### src/inc/cmd_decode_map.svh
`ifndef CMD_DECODE_MAP_SVH
`define CMD_DECODE_MAP_SVH

// Mode register select code for this register on BG/BA
`define MR_SEL_COLDLY_VREF   3'h6
// Field positions of the 22-bit register image
`define MR_CCDL_HI           12
`define MR_CCDL_LO           10
`define MR_VREF_EN_BIT       7
`define MR_VREF_RANGE_BIT    6
`define MR_VREF_VAL_HI       5
`define MR_VREF_VAL_LO       0
// Reset values
`define MR_RESET_VALUE       22'h000000
// Column-to-column delay base and largest legal code
`define CCDL_BASE_CLOCKS     4'h4
`define CCDL_MAX_CODE        3'h4
// Number of valid reference step codes per range
`define VREF_STEPS           6'h32

`endif

### src/inc/cmd_decode_pkg.sv
package cmd_decode_pkg;

    typedef enum logic [3:0] {
        CMD_NONE,
        CMD_MRS,
        CMD_REF,
        CMD_SRE,
        CMD_SRX,
        CMD_PRE,
        CMD_PREA,
        CMD_ACT,
        CMD_WR,
        CMD_RFU
    } cmd_t;

    typedef enum logic [1:0] {
        PWR_ACTIVE,
        PWR_SELF_REFRESH
    } pwr_t;

endpackage

### src/rtl/link_edge_sync.sv
`timescale 1ns/1ps

// Two-flop synchroniser for a pin group plus rising edge finder on bit 0
module link_edge_sync #(
    parameter int W = 1
) (
    input  wire logic         core_clk,
    input  wire logic         rstn,
    input  wire logic [W-1:0] pin_in,
    output logic      [W-1:0] pin_sync,
    output logic              rise
);

    logic [W-1:0] meta_q;
    logic [W-1:0] sync_q;
    logic         last_q;

    // Two stages then edge history
    always_ff @(posedge core_clk) begin
        if (!rstn) begin
            meta_q <= '0;
            sync_q <= '0;
            last_q <= 1'b0;
        end else begin
            meta_q <= pin_in;
            sync_q <= meta_q;
            last_q <= sync_q[0];
        end
    end

    assign pin_sync = sync_q;
    assign rise     = sync_q[0] & ~last_q;

endmodule

### src/rtl/cmd_decode.sv
`timescale 1ns/1ps
`include "cmd_decode_map.svh"

module cmd_decode (
    input  wire logic                 core_clk,
    input  wire logic                 rstn,
    input  wire logic                 ck_pin,
    input  wire logic                 cke_pin,
    input  wire logic                 cs_n_pin,
    input  wire logic                 act_n_pin,
    input  wire logic                 ras_n_a16_pin,
    input  wire logic                 cas_n_a15_pin,
    input  wire logic                 we_n_a14_pin,
    input  wire logic [1:0]           bg_pin,
    input  wire logic [1:0]           ba_pin,
    input  wire logic [13:0]          addr_pin,
    input  wire logic                 otf_burst_en,
    output logic                      cmd_valid,
    output cmd_decode_pkg::cmd_t      cmd_code,
    output logic [1:0]                cmd_bg,
    output logic [1:0]                cmd_ba,
    output logic [16:0]               cmd_row,
    output logic [9:0]                cmd_col,
    output logic                      cmd_auto_pre,
    output logic                      cmd_chop4,
    output logic                      self_refresh,
    output logic [21:0]               mr_image,
    output logic [3:0]                ccdl_clocks,
    output logic                      ccdl_code_bad,
    output logic                      vref_train_en,
    output logic                      vref_range2,
    output logic [5:0]                vref_step,
    output logic                      vref_step_bad,
    output logic                      ccdl_violation,
    output logic                      vref_probe_en
);
    import cmd_decode_pkg::*;

    // ------------------------------------------------------------
    // Pin synchronisation
    // ------------------------------------------------------------
    localparam int PINS = 25;

    logic [PINS-1:0] pins_raw;
    logic [PINS-1:0] pins_s;
    logic            ck_rise;

    // Bit 0 is the link clock so its edges are found after sync
    assign pins_raw = {addr_pin, ba_pin, bg_pin, we_n_a14_pin, cas_n_a15_pin,
                       ras_n_a16_pin, act_n_pin, cs_n_pin, cke_pin, ck_pin};

    link_edge_sync #(
        .W (PINS)
    ) u_sync (
        .core_clk (core_clk),
        .rstn     (rstn),
        .pin_in   (pins_raw),
        .pin_sync (pins_s),
        .rise     (ck_rise)
    );

    // ------------------------------------------------------------
    // State
    // ------------------------------------------------------------
    typedef struct packed {
        logic        cke_prev;
        pwr_t        pwr;
        logic        cmd_valid;
        cmd_t        cmd_code;
        logic [1:0]  bg;
        logic [1:0]  ba;
        logic [16:0] row;
        logic [9:0]  col;
        logic        auto_pre;
        logic        chop4;
        logic [21:0] mr;
        logic [3:0]  ccdl_clk;
        logic        ccdl_bad;
        logic        step_bad;
        logic        probe;
        logic [3:0]  gap;
        logic [1:0]  last_bg;
        logic        col_seen;
        logic        viol;
    } state_t;

    state_t s_q;
    state_t s_d;

    // Code to clock count for the long column delay
    function automatic logic [3:0] ccdl_of(input logic [2:0] code);
        ccdl_of = `CCDL_BASE_CLOCKS + {1'b0, code};
    endfunction

    // Sampled pins at this link edge
    logic        cke;
    logic        cs_n;
    logic        act_n;
    logic        ras_n;
    logic        cas_n;
    logic        we_n;
    logic [1:0]  bg;
    logic [1:0]  ba;
    logic [13:0] a;
    logic [2:0]  mr_sel;
    logic [2:0]  cc;
    logic [3:0]  limit;

    assign cke   = pins_s[1];
    assign cs_n  = pins_s[2];
    assign act_n = pins_s[3];
    assign ras_n = pins_s[4];
    assign cas_n = pins_s[5];
    assign we_n  = pins_s[6];
    assign bg    = pins_s[8:7];
    assign ba    = pins_s[10:9];
    assign a     = pins_s[24:11];
    assign mr_sel = {bg[0], ba};
    assign cc    = a[`MR_CCDL_HI:`MR_CCDL_LO];
    // Device floor is four clocks, not five
    assign limit = `CCDL_BASE_CLOCKS;

    // ------------------------------------------------------------
    // Decode and state update
    // ------------------------------------------------------------
    always_comb begin
        s_d = s_q;
        s_d.cmd_valid = 1'b0;
        // Column gap counter saturates at the link clock rate
        if (ck_rise && s_q.gap != 4'hf) begin
            s_d.gap = s_q.gap + 4'h1;
        end
        if (ck_rise) begin
            s_d.cke_prev = cke;
            if (!s_q.cke_prev && cke && s_q.pwr == PWR_SELF_REFRESH) begin
                if (cs_n || (act_n && ras_n && cas_n && we_n)) begin
                    s_d.pwr       = PWR_ACTIVE;
                    s_d.cmd_valid = 1'b1;
                    s_d.cmd_code  = CMD_SRX;
                end
            end else if (!cs_n && !act_n) begin
                s_d.cmd_valid = 1'b1;
                s_d.cmd_code  = CMD_ACT;
                s_d.bg        = bg;
                s_d.ba        = ba;
                s_d.row       = {ras_n, cas_n, we_n, a};
            end else if (!cs_n && s_q.cke_prev) begin
                s_d.cmd_valid = 1'b1;
                unique case ({ras_n, cas_n, we_n})
                    3'h0: begin
                        // register set, enable high in both cycles
                        s_d.cmd_valid = cke;
                        s_d.cmd_code = CMD_MRS;
                        s_d.bg       = bg;
                        s_d.ba       = ba;
                        if (cke && mr_sel == `MR_SEL_COLDLY_VREF) begin
                            s_d.mr = {bg, ba, 4'h0, a};
                            s_d.ccdl_clk = ccdl_of(cc);
                            s_d.ccdl_bad = (cc > `CCDL_MAX_CODE);
                            s_d.step_bad = (a[5:0] >= `VREF_STEPS);
                            s_d.probe    = a[`MR_VREF_EN_BIT];
                        end
                    end
                    3'h1: begin
                        s_d.cmd_code = cke ? CMD_REF : CMD_SRE;
                        if (!cke) begin
                            s_d.pwr = PWR_SELF_REFRESH;
                        end
                    end
                    3'h2: begin
                        s_d.cmd_code = a[10] ? CMD_PREA : CMD_PRE;
                        s_d.bg       = bg;
                        s_d.ba       = ba;
                    end
                    3'h4: begin
                        s_d.cmd_code = CMD_WR;
                        s_d.bg       = bg;
                        s_d.ba       = ba;
                        s_d.col      = a[9:0];
                        s_d.auto_pre = a[10];
                        s_d.chop4    = otf_burst_en && !a[12];
                        s_d.viol     = s_q.col_seen && s_q.last_bg == bg
                                       && s_q.gap < limit;
                        s_d.gap      = 4'h1;
                        s_d.last_bg  = bg;
                        s_d.col_seen = 1'b1;
                    end
                    default: begin
                        // reserved and others: no state change
                        s_d.cmd_valid = 1'b0;
                    end
                endcase
            end
        end
    end

    always_ff @(posedge core_clk) begin
        if (!rstn) begin
            s_q <= '0;
            s_q.mr       <= `MR_RESET_VALUE;
            s_q.ccdl_clk <= `CCDL_BASE_CLOCKS;
            s_q.gap      <= 4'hf;
        end else begin
            s_q <= s_d;
        end
    end

    // ------------------------------------------------------------
    // Outputs
    // ------------------------------------------------------------
    assign cmd_valid      = s_q.cmd_valid;
    assign cmd_code       = s_q.cmd_code;
    assign cmd_bg         = s_q.bg;
    assign cmd_ba         = s_q.ba;
    assign cmd_row        = s_q.row;
    assign cmd_col        = s_q.col;
    assign cmd_auto_pre   = s_q.auto_pre;
    assign cmd_chop4      = s_q.chop4;
    assign self_refresh   = (s_q.pwr == PWR_SELF_REFRESH);
    assign mr_image       = s_q.mr;
    assign ccdl_clocks    = s_q.ccdl_clk;
    assign ccdl_code_bad  = s_q.ccdl_bad;
    assign vref_train_en  = s_q.mr[`MR_VREF_EN_BIT];
    assign vref_range2    = s_q.mr[`MR_VREF_RANGE_BIT];
    assign vref_step      = s_q.mr[`MR_VREF_VAL_HI:`MR_VREF_VAL_LO];
    assign vref_step_bad  = s_q.step_bad;
    assign ccdl_violation = s_q.viol;
    assign vref_probe_en  = s_q.probe;

endmodule

### config.mk
export PLATFORM = sky130hd
export DESIGN_NAME = cmd_decode
export DESIGN_NICKNAME = d
export VERILOG_FILES = /design/src/inc/cmd_decode_pkg.sv /design/src/rtl/link_edge_sync.sv /design/src/rtl/cmd_decode.sv
export VERILOG_INCLUDE_DIRS = /design/src /design/src/inc
export SDC_FILE = /design/constraint.sdc
export NUM_CORES = 1
export LEC_CHECK = 0
export CORE_MARGIN = 3
export CORE_UTILIZATION = 65
export DETAILED_ROUTE_END_ITERATION = 16
export DONT_BUFFER_PORTS = 1
export PLACE_DENSITY = 0.81
export SYNTH_ARGS = -nofsm -noshare
export SYNTH_HDL_FRONTEND = slang
export SYNTH_HIERARCHICAL = 1
export SYNTH_SLANG_ARGS = --single-unit
### constraint.sdc
create_clock -name core_clk -period 4.7 [get_ports core_clk]
set_clock_uncertainty 0.15 [all_clocks]
set_input_delay 0.235 -clock core_clk [delete_from_list [all_inputs] [get_ports core_clk]]
set_output_delay 0.235 -clock core_clk [all_outputs]
set_load 0.01 [all_outputs]
# Word level (Yosys, flattened, before mapping)
# Cells that the tools add are included.
[word_totals] input_bits=28 word_cells=92 output_inout_bits=77 regBits=125
[classes] n_lt_le_gt_ge=3 n_bitwise=4 muxes=18 addsub=2 n_eq_ne=10 reduce_logical=33
[ops] op="two-way mux 8 bit" n=5
[ops] op="case mux 4 bit (4 select lines)" n=1
[ops] op="two-way mux 7 bit" n=2
[ops] op="logical AND 1 bit" n=12
[ops] op="AND reduction 6 bit" n=2
[ops] op="two-way mux 11 bit" n=1
[ops] op="two-way mux 9 bit" n=1
[ops] op="two-way mux 2 bit" n=4
[ops] op="two-way mux 4 bit" n=2
[ops] op="AND reduction 4 bit" n=2
[ops] op="nonzero test 2 bit" n=4
[ops] op="== test 3 bit (second input constant)" n=2
[ops] op="greater-or-equal comparator 6 bit (second input constant)" n=1
[ops] op="nonzero test 6 bit" n=1
[ops] op="OR reduction 3 bit" n=2
[ops] op="AND reduction 5 bit" n=1
[ops] op="adder 3 x 3 -> 4 bit (first input constant)" n=1
[ops] op="adder 4 x 1 -> 4 bit (second input constant)" n=1
[ops] op="logical NOT 1 bit" n=4
[ops] op="less-than comparator 4 x 3 -> 1 bit (second input constant)" n=1
[ops] op="inequality test 2 bit (second input constant)" n=2
[ops] op="inequality test 4 bit (second input constant)" n=1
[ops] op="== test 3 x 1 -> 1 bit (second input constant)" n=1
[ops] op="== test 3 x 2 -> 1 bit (second input constant)" n=1
[ops] op="other kinds (13)" n=15

# Logic depth before layout (Yosys ltp)
# Gate-level depths: netlist of run 1.
[depth] depth_word=9 mapped_depth=7 ltp_nobuf=5

# Modules after synthesis
# The synthesis of run 1 kept the hierarchy.
[by_module_without_submodules] mod="cmd_decode" area_each_um2=3365.7 seq_area_each_um2=1381.3 instances=1 cells_each=390
[by_module_without_submodules] mod="link_edge_sync" area_each_um2=1422.6 seq_area_each_um2=1021.0 instances=1 cells_each=108

# Least setup slack after synthesis of run 1
# No wires, ideal clock.
[synth_timing] path_type="register to register" from="reg u_sync.sync_q[3] (netlist: u_sync/pin_sync[3])" to="reg s_q, in the netlist ccdl_clocks[2]" required_ps=4411 n_path_buf=2 slack_ps=2938 arrival_time_ps=1472 path_stages_with_launch=7 cell_sequence="dfxtp_1 nor2_2 or4_1 buf_2 buf_6 o21ai_1 o211ai_1"
[synth_via] elab_chain_cells=4
[synth_rtl] item="start: declaration" line_no="link_edge_sync.sv:15" source="logic [W-1:0] sync_q;"
[synth_rtl] item="start signal: assignment" line_no="link_edge_sync.sv:26" source="sync_q <= meta_q;"
[synth_rtl] item="logical NOT 1 bit" line_no="cmd_decode.sv:141" source="end else if (!cs_n && !act_n) begin"
[synth_rtl] item="logical AND 1 bit" line_no="cmd_decode.sv:141"
[synth_rtl] item="inverter 1 bit (no line)"
[synth_rtl] item="AND reduction 6 bit (no line)"
[synth_rtl] item="end: declaration" line_no="cmd_decode.sv:87" source="state_t s_q;"
# No other way between the ends.
# A chain may end at the register's enable or synchronous reset.

# Worst setup path after layout of run 1
[layout_timing] from="reg s_q[77] (netlist bit)" to="reg s_q, in the netlist cmd_row[11]"
[layout_via] elab_chain_cells=5
[layout_rtl] item="logical NOT 1 bit" line_no="cmd_decode.sv:135" source="if (!s_q.cke_prev && cke && s_q.pwr == PWR_SELF_REFRESH) begin"
[layout_rtl] item="logical AND 1 bit (2 in a row)" line_no="cmd_decode.sv:135"
[layout_rtl] item="inverter 1 bit (no line)"
[layout_rtl] item="AND reduction 3 bit (no line)"
# No other way between the ends.

==> run metrics, run 1 <==
result of the run=finished, final reports clean; count of pins on the block boundary=105; CP Capture Type=flop; Max-Cap Viols=0; maximum number of pins on one net before global-route repair=62; worst path arrival time=2560 ps; global placer's final weighted congestion=just over 0.8; leakage power=around 2.1 nW; most common cell after layout, fill and taps aside=dfxtp_1; sum of overflow across all layers after global routing=0; normalized max-slew margin=about 31%; placement-stage cell area=around 4300 sq um; summed area of non-filler cells in the final layout=5142 sq um; Least-Margin Pin Slew=1030 ps; clock latency of the later-clocked register in the worst-skew pair=520 ps; Detailed Routing Iterations Pass 1=4; layout overhead on the synthesized area=7.395%; Hold Path Class=in2reg; number of gates resized after CTS=0; Crit Path Class=reg2reg; die span in x=between 90 and 100 um; Iteration-0 DRC Markers=between 150 and 200; Synth cell types=47; die area=8433 sq um; DPL Wire Length=about 5.6 mm; clock transition at the register clock pins on the worst setup and hold paths after CTS=roughly 60 ps; number of core rows=30; number of buffers inserted by port buffering=0; mean instance size in the synthesized netlist=between 9 and 10 sq um; VDD IR-drop max=312.3 uV; clock tree from TritonCTS=built; asr flop ratio synth=0%; number of vias per cell after detailed routing=about 5.5; global-route wire length before repair=14.51 mm; number of diodes=0; utilization after layout=roughly 74%; Max FO, Critical Path=17; Final Hold Viols=0; Synth Register Bits=between 100 and 150; Total Nets Final=just under 500; clock tree buffer depth=2; starting density of the core=roughly two thirds; share of final-layout standard cells stronger than drive strength 1=approximately 17%; most frequent cells in the layout=dfxtp_1 (120), and2_2 (41), a21oi_1 (40); highest attainable clock frequency=about 430 MHz; final clock period utilization by the worst path=about half; Core ar.=approximately 7000 sq um; Total Power=between 0.002 and 0.0025 W; number of antenna violations at the first check in global routing=0; WL/cell=between 15 and 20 um; setup repair after global routing missed its margin=false; final max-slew violation count=0; required time of the critical path=4910 ps; clk sinks=120; number of H-tree levels=4; number of setup violations in the final report=0; Routed WL=around 9 mm; dominant register cell in the synthesized netlist=dfxtp_1; count of flip-flops with a built-in enable after synthesis=0; GRT Total Usage=22.26%; synthesized area=around 4800 sq um; die height=91.83 um; power density over the cells=454.2 nW/um^2; number of remaining DRC errors=0; number of warnings issued by yosys=6; Setup TNS Final=0 ps; Num CTS Buffers=17; CTS root buffer=clkbuf_8; number of cells produced by synthesis=498; total via count in the routed design=around 3100; Period minus WS final=between 2000 and 2500 ps; vias in the first global route=between 2000 and 3000; share of synthesized area occupied by flip-flops and latches=around 50%; CP Launch Type=flop; antenna-violating nets left=0
[cell families (layout without fill, tap and decap cells)]
logic type	count (synthesis)	count (layout)	share of synthesized area, %
simple gates	164	164	19.89
buf+inv	99	64	13.59
xor+xnor	4	4	0.7318
other cells	1	4	0.07832
flops	120	120	50.17
mux	24	24	5.017
compound gates	84	84	10.06
fa+ha+maj	2	2	0.4703
[stage by stage]
stage / worst slack (ps) / hold WS (ps) / instances
6_report: 2357 / 135.9 / 562
5_1_grt: 2200 / 157.4 / 562
4_1_cts: 2395 / 116.3 / 562
3_5_place_dp: 2421 / 156.3 / 501
3_3_place_gp: 2481 / 155.1 / 501
2_1_floorplan: 2938 / 206.7 / 501
[layer usage]
layer	GRT usage (%)	part of all wire, %	up-vias
li1	-	-	1525
met1	26.49	42	1455
met2	35.54	47	123
met3	8.942	8.9	16
met4	9.653	1.9	0
met5	0	0	-
[synth_stat cells (2+ instances only)]
| master | count | share of area (%) |
|---|---|---|
| and3_1 | 3 | 0.39 |
| o21ai_0 | 16 | 1.7 |
| mux2i_1 | 24 | 5.0 |
| and2_1 | 12 | 1.6 |
| nor4_1 | 5 | 0.65 |
| xor2_1 | 3 | 0.55 |
| nor4bb_1 | 2 | 0.42 |
| nand3b_1 | 5 | 0.78 |
| buf_2 | 5 | 0.52 |
| clkbuf_2 | 5 | 0.52 |
| nor2_1 | 27 | 2.1 |
| o211a_1 | 3 | 0.63 |
| o21ai_1 | 10 | 1.0 |
| a21o_1 | 2 | 0.31 |
| dfxtp_1 | 120 | 50 |
| o211ai_1 | 3 | 0.47 |
| nor3_1 | 6 | 0.63 |
| buf_4 | 69 | 11 |
| clkbuf_1 | 17 | 1.3 |
| a21oi_1 | 40 | 4.2 |
| o21a_1 | 4 | 0.63 |
| and2_2 | 41 | 6.4 |
| nand2b_1 | 4 | 0.52 |
| nand3_1 | 26 | 2.7 |
| nand2_1 | 24 | 1.9 |
[state kept, by name, indices dropped and copies added (netlist names), 2 cells and up]
signal / cells
ccdl_clocks: 3
cmd_ba: 2
cmd_bg: 2
cmd_code: 4
cmd_col: 10
cmd_row: 17
mr_image: 16
s_q: 9
u_sync/meta_q: 25
u_sync/pin_sync: 25
[worst max-delay path, cell delays in order (launching register included)]
cell and delay (ps):
dfxtp_1 390, nand3b_1 360, nand3_1 800, mux2i_1 410, nor2_1 70
[layout make-up]
| class | count | area, sq um |
|---|---|---|
| repair buffers | 30 | 307.8 |
| well taps | 96 | 120.1 |
| clock buffers | 17 | 414.1 |
| multi-input cells | 282 | 1747 |
| flip-flops and latches | 120 | 2402 |
| inverters | 2 | 7.507 |
| clock inverters | 15 | 143.9 |
| fillers | 496 | 1839 |
[timing repair]
item,4_1_cts,5_1_grt
hold buffers,29,0
setup endpoints to repair,0,0
hold endpoints to repair,62,0
buffers inserted,0,0
[power breakdown]
| group | leakage (nW) | switching (W) | internal, W | total [W] |
|---|---|---|---|---|
| logic | 0.833 | 0.0000365 | 0.0000424 | 0.0000789 |
| registers | 0.978 | 0.0000216 | 0.00104 | 0.00106 |
| clock network | 0.268 | 0.000483 | 0.000711 | 0.00119 |
| total | 2.08 | 0.000541 | 0.00179 | 0.00234 |
[path summary, 6_finish.rpt]
kind | from | end | slack (ps) | cells past startpoint
setup / recovery | s_q[77]$_SDFFE_PN0P_ | cmd_row[11]$_SDFFE_PN0P_ | 2360 | 4
hold / removal | rstn | cmd_row[0]$_SDFFE_PN0P_ | 140 | 2
setup reg to reg | s_q[77]$_SDFFE_PN0P_ | cmd_row[11]$_SDFFE_PN0P_ | 2360 | 4
hold reg to reg | u_sync/meta_q[24]$_SDFF_PN0_ | u_sync/pin_sync[24]$_SDFF_PN0_ | 280 | 1
(Power assumes the default switching activity.)
==> inputs of run 2 (changes only) <==
CORE_UTILIZATION = 62   (was 65)
PLACE_DENSITY = 0.78   (was 0.81)
clock period = 2.2 ns   (was 4.7 ns; I/O delays follow)
==> run metrics, run 2 (synthesis gave the netlist of run 1 again) <==
final clock period utilization by the worst path=between 90% and 100%; Crit Path Class=reg2reg; Period minus WS final=just over 2000 ps; starting density of the core=between 60% and 70%; final max-slew violation count=0; Setup TNS Final=0 ps; CTS root buffer=clkbuf_8; antenna-violating nets left=0; Iteration-0 DRC Markers=approximately 210; normalized max-slew margin=58.08%; total via count in the routed design=3110; clk sinks=120; number of antenna violations at the first check in global routing=0; Max FO, Critical Path=8; maximum number of pins on one net before global-route repair=between 60 and 70; clock tree buffer depth=2; VDD IR-drop max=around 650 uV; Top Family by Delay on Critical Path=buffers and inverters; number of H-tree levels=4; count of pins on the block boundary=approximately 110; summed area of non-filler cells in the final layout=5234 sq um; Hold Path Class=in2reg; CP Capture Type=flop; routing usage on met2=roughly 33%; GR Util met1=between 20% and 30%; placement-stage cell area=approximately 4400 sq um; die area=about 8800 sq um; Crit path buffers/inverters=1; Least-Margin Pin Slew=about 630 ps; Core ar.=about 7400 sq um; number of remaining DRC errors=0; worst path arrival time=around 2300 ps; total area of multi-input combinational cells=around 1800 sq um; busiest layer in global routing=met2; Total Nets Final=about 490; share of final-layout standard cells stronger than drive strength 1=19.29%; leakage power=2.131 nW; layout overhead on the synthesized area=9.302%; highest attainable clock frequency=roughly 490 MHz; fin cells=576; result of the run=finished, final reports clean; Worst path slowest cell=dlygate4sd3_1; number of setup violations in the final report=0; vias in the first global route=2884; clock transition at the register clock pins on the worst setup and hold paths after CTS=~60 ps; WL/cell=between 15 and 20 um; Total Power=roughly 0.0050 W; number of inserted filler cells in the final layout=530; CP cell instances=nand2b_1, o41ai_2, a21o_1, nand2_1, dlygate4sd3_1; most frequent cells in the layout=dfxtp_1 (120), and2_2 (41), a21oi_1 (40); required time of the critical path=~2400 ps; flip-flop and latch area=2402 sq um; global placer's final weighted congestion=approximately 0.85; Final Hold Viols=0; Hold Path Stages=2; GRT Total Usage=between 20 and 25%; CP Launch Type=flop; global-route wire length before repair=approximately 14 mm; Max-Cap Viols=0; grt met3 use=about 7.9%; clock latency of the later-clocked register in the worst-skew pair=about 500 ps; most common cell after layout, fill and taps aside=dfxtp_1; power density over the cells=~950 nW/um^2; sum of overflow across all layers after global routing=0; critical path's largest stage delay=550 ps; number of buffers inserted by port buffering=0; number of vias per cell after detailed routing=5.399; die span in x=93.88 um; number of diodes=0; Num CTS Buffers=17; placed cell count=approximately 500; DPL Wire Length=slightly below 6 mm; number of cells on the worst reg-to-reg path=5; number of core rows=31; clock tree from TritonCTS=built; depth of the critical timing path with buffers and inverters included=5; Routed WL=8.870 mm; Detailed Routing Iterations Pass 1=4; die height=between 90 and 100 um; setup repair after global routing missed its margin=false
run 2: cell type report:
cell class                      count  area share, %
Inverter                            2         0.1434
Clock buffer                       17          7.913
Tap cell                           99          2.367
Multi-Input combinational cell    282          33.52
Clock inverter                     15          2.701
Sequential cell                   120          45.90
Timing Repair Buffer               41          7.459
run 2: stage by stage:
| stage | hold WS, ps | util, % | worst slack [ps] |
|---|---|---|---|
| final | 115.5 | 71.02 | 138.9 |
| after global routing | 100.9 | 71.02 | 26.71 |
| after CTS | 95.34 | 70.92 | 150.7 |
| after detailed placement | 34.94 | 59.30 | 261.2 |
| after global placement | 31.55 | 59.30 | 313.0 |
| after floorplan | 81.71 | - | 438.4 |
run 2: report_power, final:
group	switching [W]	leakage [nW]	internal (W)	total, W
combinational	0.0000870	0.893	0.0000961	0.000183
clock	0.00100	0.259	0.00151	0.00251
sequential	0.0000377	0.978	0.00223	0.00226
total	0.00113	2.13	0.00383	0.00496
run 2: path summary, 6_finish.rpt:
path	from	endpoint	slack, ps
setup / recovery	u_sync/pin_sync[2]$_SDFF_PN0_	s_q[6]$_SDFF_PN1_	140
hold / removal	addr_pin[10]	u_sync/meta_q[21]$_SDFF_PN0_	120
setup reg to reg	u_sync/pin_sync[2]$_SDFF_PN0_	s_q[6]$_SDFF_PN1_	140
hold reg to reg	u_sync/meta_q[3]$_SDFF_PN0_	u_sync/pin_sync[3]$_SDFF_PN0_	290
run 2: what timing repair did:
item | in CTS | in global routing
setup endpoints to repair | 0 | 1
buffers inserted | 0 | 0
endpoints found under the hold margin | 96 | 0
hold buffers | 29 | 0
resized for setup | 0 | 1
run 2: metal layers:
layer | part of all wire, % | up-vias | wire [um]
met5 | 0 | - | 0
met4 | 0.79 | 0 | 70
met3 | 7.4 | 6 | 653
met2 | 48 | 98 | 4243
met1 | 44 | 1459 | 3904
li1 | - | 1547 | -
==> inputs of run 3 (changes only) <==
ABC_AREA = 1   (was default)
==> run metrics, run 3 <==
result of the run=finished, final reports clean; leakage power=approximately 2.6 nW; synthesized area=slightly below 5000 sq um; power density over the cells=around 1000 nW/um^2; Max FO, Critical Path=between 100 and 150; reg-to-reg slack, setup=between 500 and 600 ps; sum of overflow across all layers after global routing=0; number of setup violations in the final report=0; share of synthesized area occupied by flip-flops and latches=49.12%; dominant register cell in the synthesized netlist=dfxtp_1; cell types with the largest area share after synthesis=dfxtp_1 (49%), buf_4 (11%), nand2_1 (6.9%); clock tree from TritonCTS=built; Num CTS Buffers=17; mean instance size in the synthesized netlist=roughly 8 sq um; number of buffers added for setup after CTS=0; simple-gate portion of the synthesized area=a little under a fifth; Hold Path Class=in2reg; number of diodes=0; Synth Register Bits=120; portion of netlist area occupied by mux cells=0%; CP Capture Type=flop; Crit path buffers/inverters=3; highest attainable clock frequency=564.9 MHz; WL/cell=between 10 and 15 um; most common cell after layout, fill and taps aside=dfxtp_1; setup repair after global routing missed its margin=false; critical path's largest stage delay=630 ps; clock latency of the later-clocked register in the worst-skew pair=slightly above 500 ps; die area=between 8000 and 9000 sq um; Total Nets Final=just over 600; total via count in the routed design=between 3000 and 4000; number of buffers inserted by port buffering=0; utilization after layout=around 71%; number of core rows=31; most frequent cells in the layout=dfxtp_1 (120), nand2_1 (90), inv_1 (82); starting density of the core=65.68%; top-count cell post-synth=dfxtp_1; Crit Path Class=in2reg; clock tree buffer depth=2; clk sinks=120; end of the worst register-to-register path=cmd_col[2]$_SDFFE_PN0P_; number of remaining DRC errors=0; die height=between 90 and 100 um; Yosys top cell by area=dfxtp_1; DPL Wire Length=around 6.0 mm; Final Hold Viols=0; number of gates resized after CTS=0; asr flop ratio synth=0%; cell types with the highest counts after synthesis=dfxtp_1 (120), nand2_1 (90), inv_1 (82); worst path arrival time=2000 ps; Synth cell types=30; number of cells on the worst reg-to-reg path=9; Hold Path Stages=3; count of pins on the block boundary=approximately 110; placed cell count=630; share of final-layout standard cells stronger than drive strength 1=about an eighth; area share of the largest cell type after synthesis=just under 50%; antenna-violating nets left=0; global-route wire length before repair=between 10 and 15 mm; wire length on met3=about 850 um; Detailed Routing Iterations Pass 1=5; die span in x=approximately 95 um; Core ar.=approximately 7400 sq um; routed wire length on met2=roughly 4.2 mm; number of H-tree levels=4; Routed WL=~9 mm; Worst path slowest cell=dlygate4sd3_1; Total Power=approximately 0.0052 W; max layer used=met4; CTS root buffer=clkbuf_8; number of antenna violations at the first check in global routing=0; VDD IR-drop max=around 580 uV; GRT Total Usage=21.64%; xor/xnor share of the synthesized area=less than 1%; Worst Hold End=u_sync/meta_q[13]$_SDFF_PN0_; reg2reg start=u_sync/pin_sync[0]$_SDFF_PN0_; Synth Area in Adders=less than 1%; final max-slew violation count=0; clock transition at the register clock pins on the worst setup and hold paths after CTS=50 ps; DRT met1 WL=3.885 mm; synthesized-area fraction occupied by ao, oa, aoi and oai cells=under 10%; vias in the first global route=between 3000 and 4000; CP cell instances=dlygate4sd3_1, buf_16, clkinv_1, nor2_1, nand3_1; count of flip-flops with a built-in enable after synthesis=0; number of warnings issued by yosys=6; Critical Path Source=rstn; hold-fix buffer count after cts=31; fin cells=692; CP Launch Type=primary input; source of the worst hold timing path=addr_pin[2]; global placer's final weighted congestion=roughly 0.85; layout overhead on the synthesized area=7.777%; Period minus WS final=1770 ps; maximum number of pins on one net before global-route repair=111; number of vias per cell after detailed routing=4.829; Top Family by Delay on Critical Path=buffers and inverters; Max-Cap Viols=0; required time of the critical path=about 2400 ps; number of cells produced by synthesis=around 600; Setup TNS Final=0 ps; final clock period utilization by the worst path=between 80% and 90%; Iteration-0 DRC Markers=330; combinational family with the most area after synthesis=buffers and inverters
run 3: cell types whose count changed after synthesis, sizes merged, moves of 24 or more:
cell   delta
nand2    +81
inv      +97
and2     -53
mux2i    -24
o21ai    +30
nor2     +52
run 3: cells by family (layout without fill, tap and decap cells):
kind of cell,count (synthesis),count (layout)
XOR/XNOR,2,2
AND/OR/NAND/NOR,211,211
flip-flops,120,120
buffers and inverters,190,166
adder cells (fa/ha/maj),1,1
AO/OA/AOI/OAI,89,89
other,1,4
run 3: through the flow:
| step | instance area (sq um) | hold slack (ps) | setup WS [ps] |
|---|---|---|---|
| 4_1_cts | 5271 | 63.34 | 459.1 |
| 5_1_grt | 5271 | 85.61 | 305.8 |
| 3_3_place_gp | 4360 | 44.61 | 621.2 |
| 3_5_place_dp | 4360 | 43.51 | 574.0 |
| 2_1_floorplan | 4902 | 40.10 | 673.6 |
| 6_report | 5271 | 81.73 | 429.8 |
run 3: worst max path at each step:
stage                                        endpoint  slack (ps)  depth (start not counted)
final                               s_q[4]$_SDFF_PN1_         430                          5
after global routing           cmd_chop4$_SDFFE_PN0P_         310                          6
after CTS                           s_q[4]$_SDFF_PN1_         460                          5
after detailed placement  ccdl_clocks[2]$_SDFFE_PN1P_         570                         11
after global placement    ccdl_clocks[2]$_SDFFE_PN1P_         620                         11
after floorplan             mr_image[13]$_SDFFE_PN0P_         670                         11
run 3: per-layer routing:
layer  up-vias  track usage [%]
li1       1727                -
met3        19            7.968
met2       139            33.00
met5         -                0
met1      1457            27.54
met4         0            9.255
run 3: tightest hold or removal path: cells and delay by family:
kind,cells,cell delay (ps)
buffers and inverters,2,560
and+or+nand+nor,1,50
run 3: power by group:
part | switching, W | internal (W) | leakage [nW]
combinational | 0.000132 | 0.0000937 | 1.30
sequential | 0.0000536 | 0.00224 | 0.980
clock | 0.000886 | 0.00175 | 0.280
total | 0.00107 | 0.00409 | 2.56
run 3: cell type report:
type                    instances  area (sq um)
clock buffers                  25         494.2
clock inverters                 6         88.84
fillers                       582          2176
inverters                     101         384.1
multi-input cells             307          1428
flip-flops and latches        120          2402
well taps                      99         123.9
repair buffers                 34         350.3
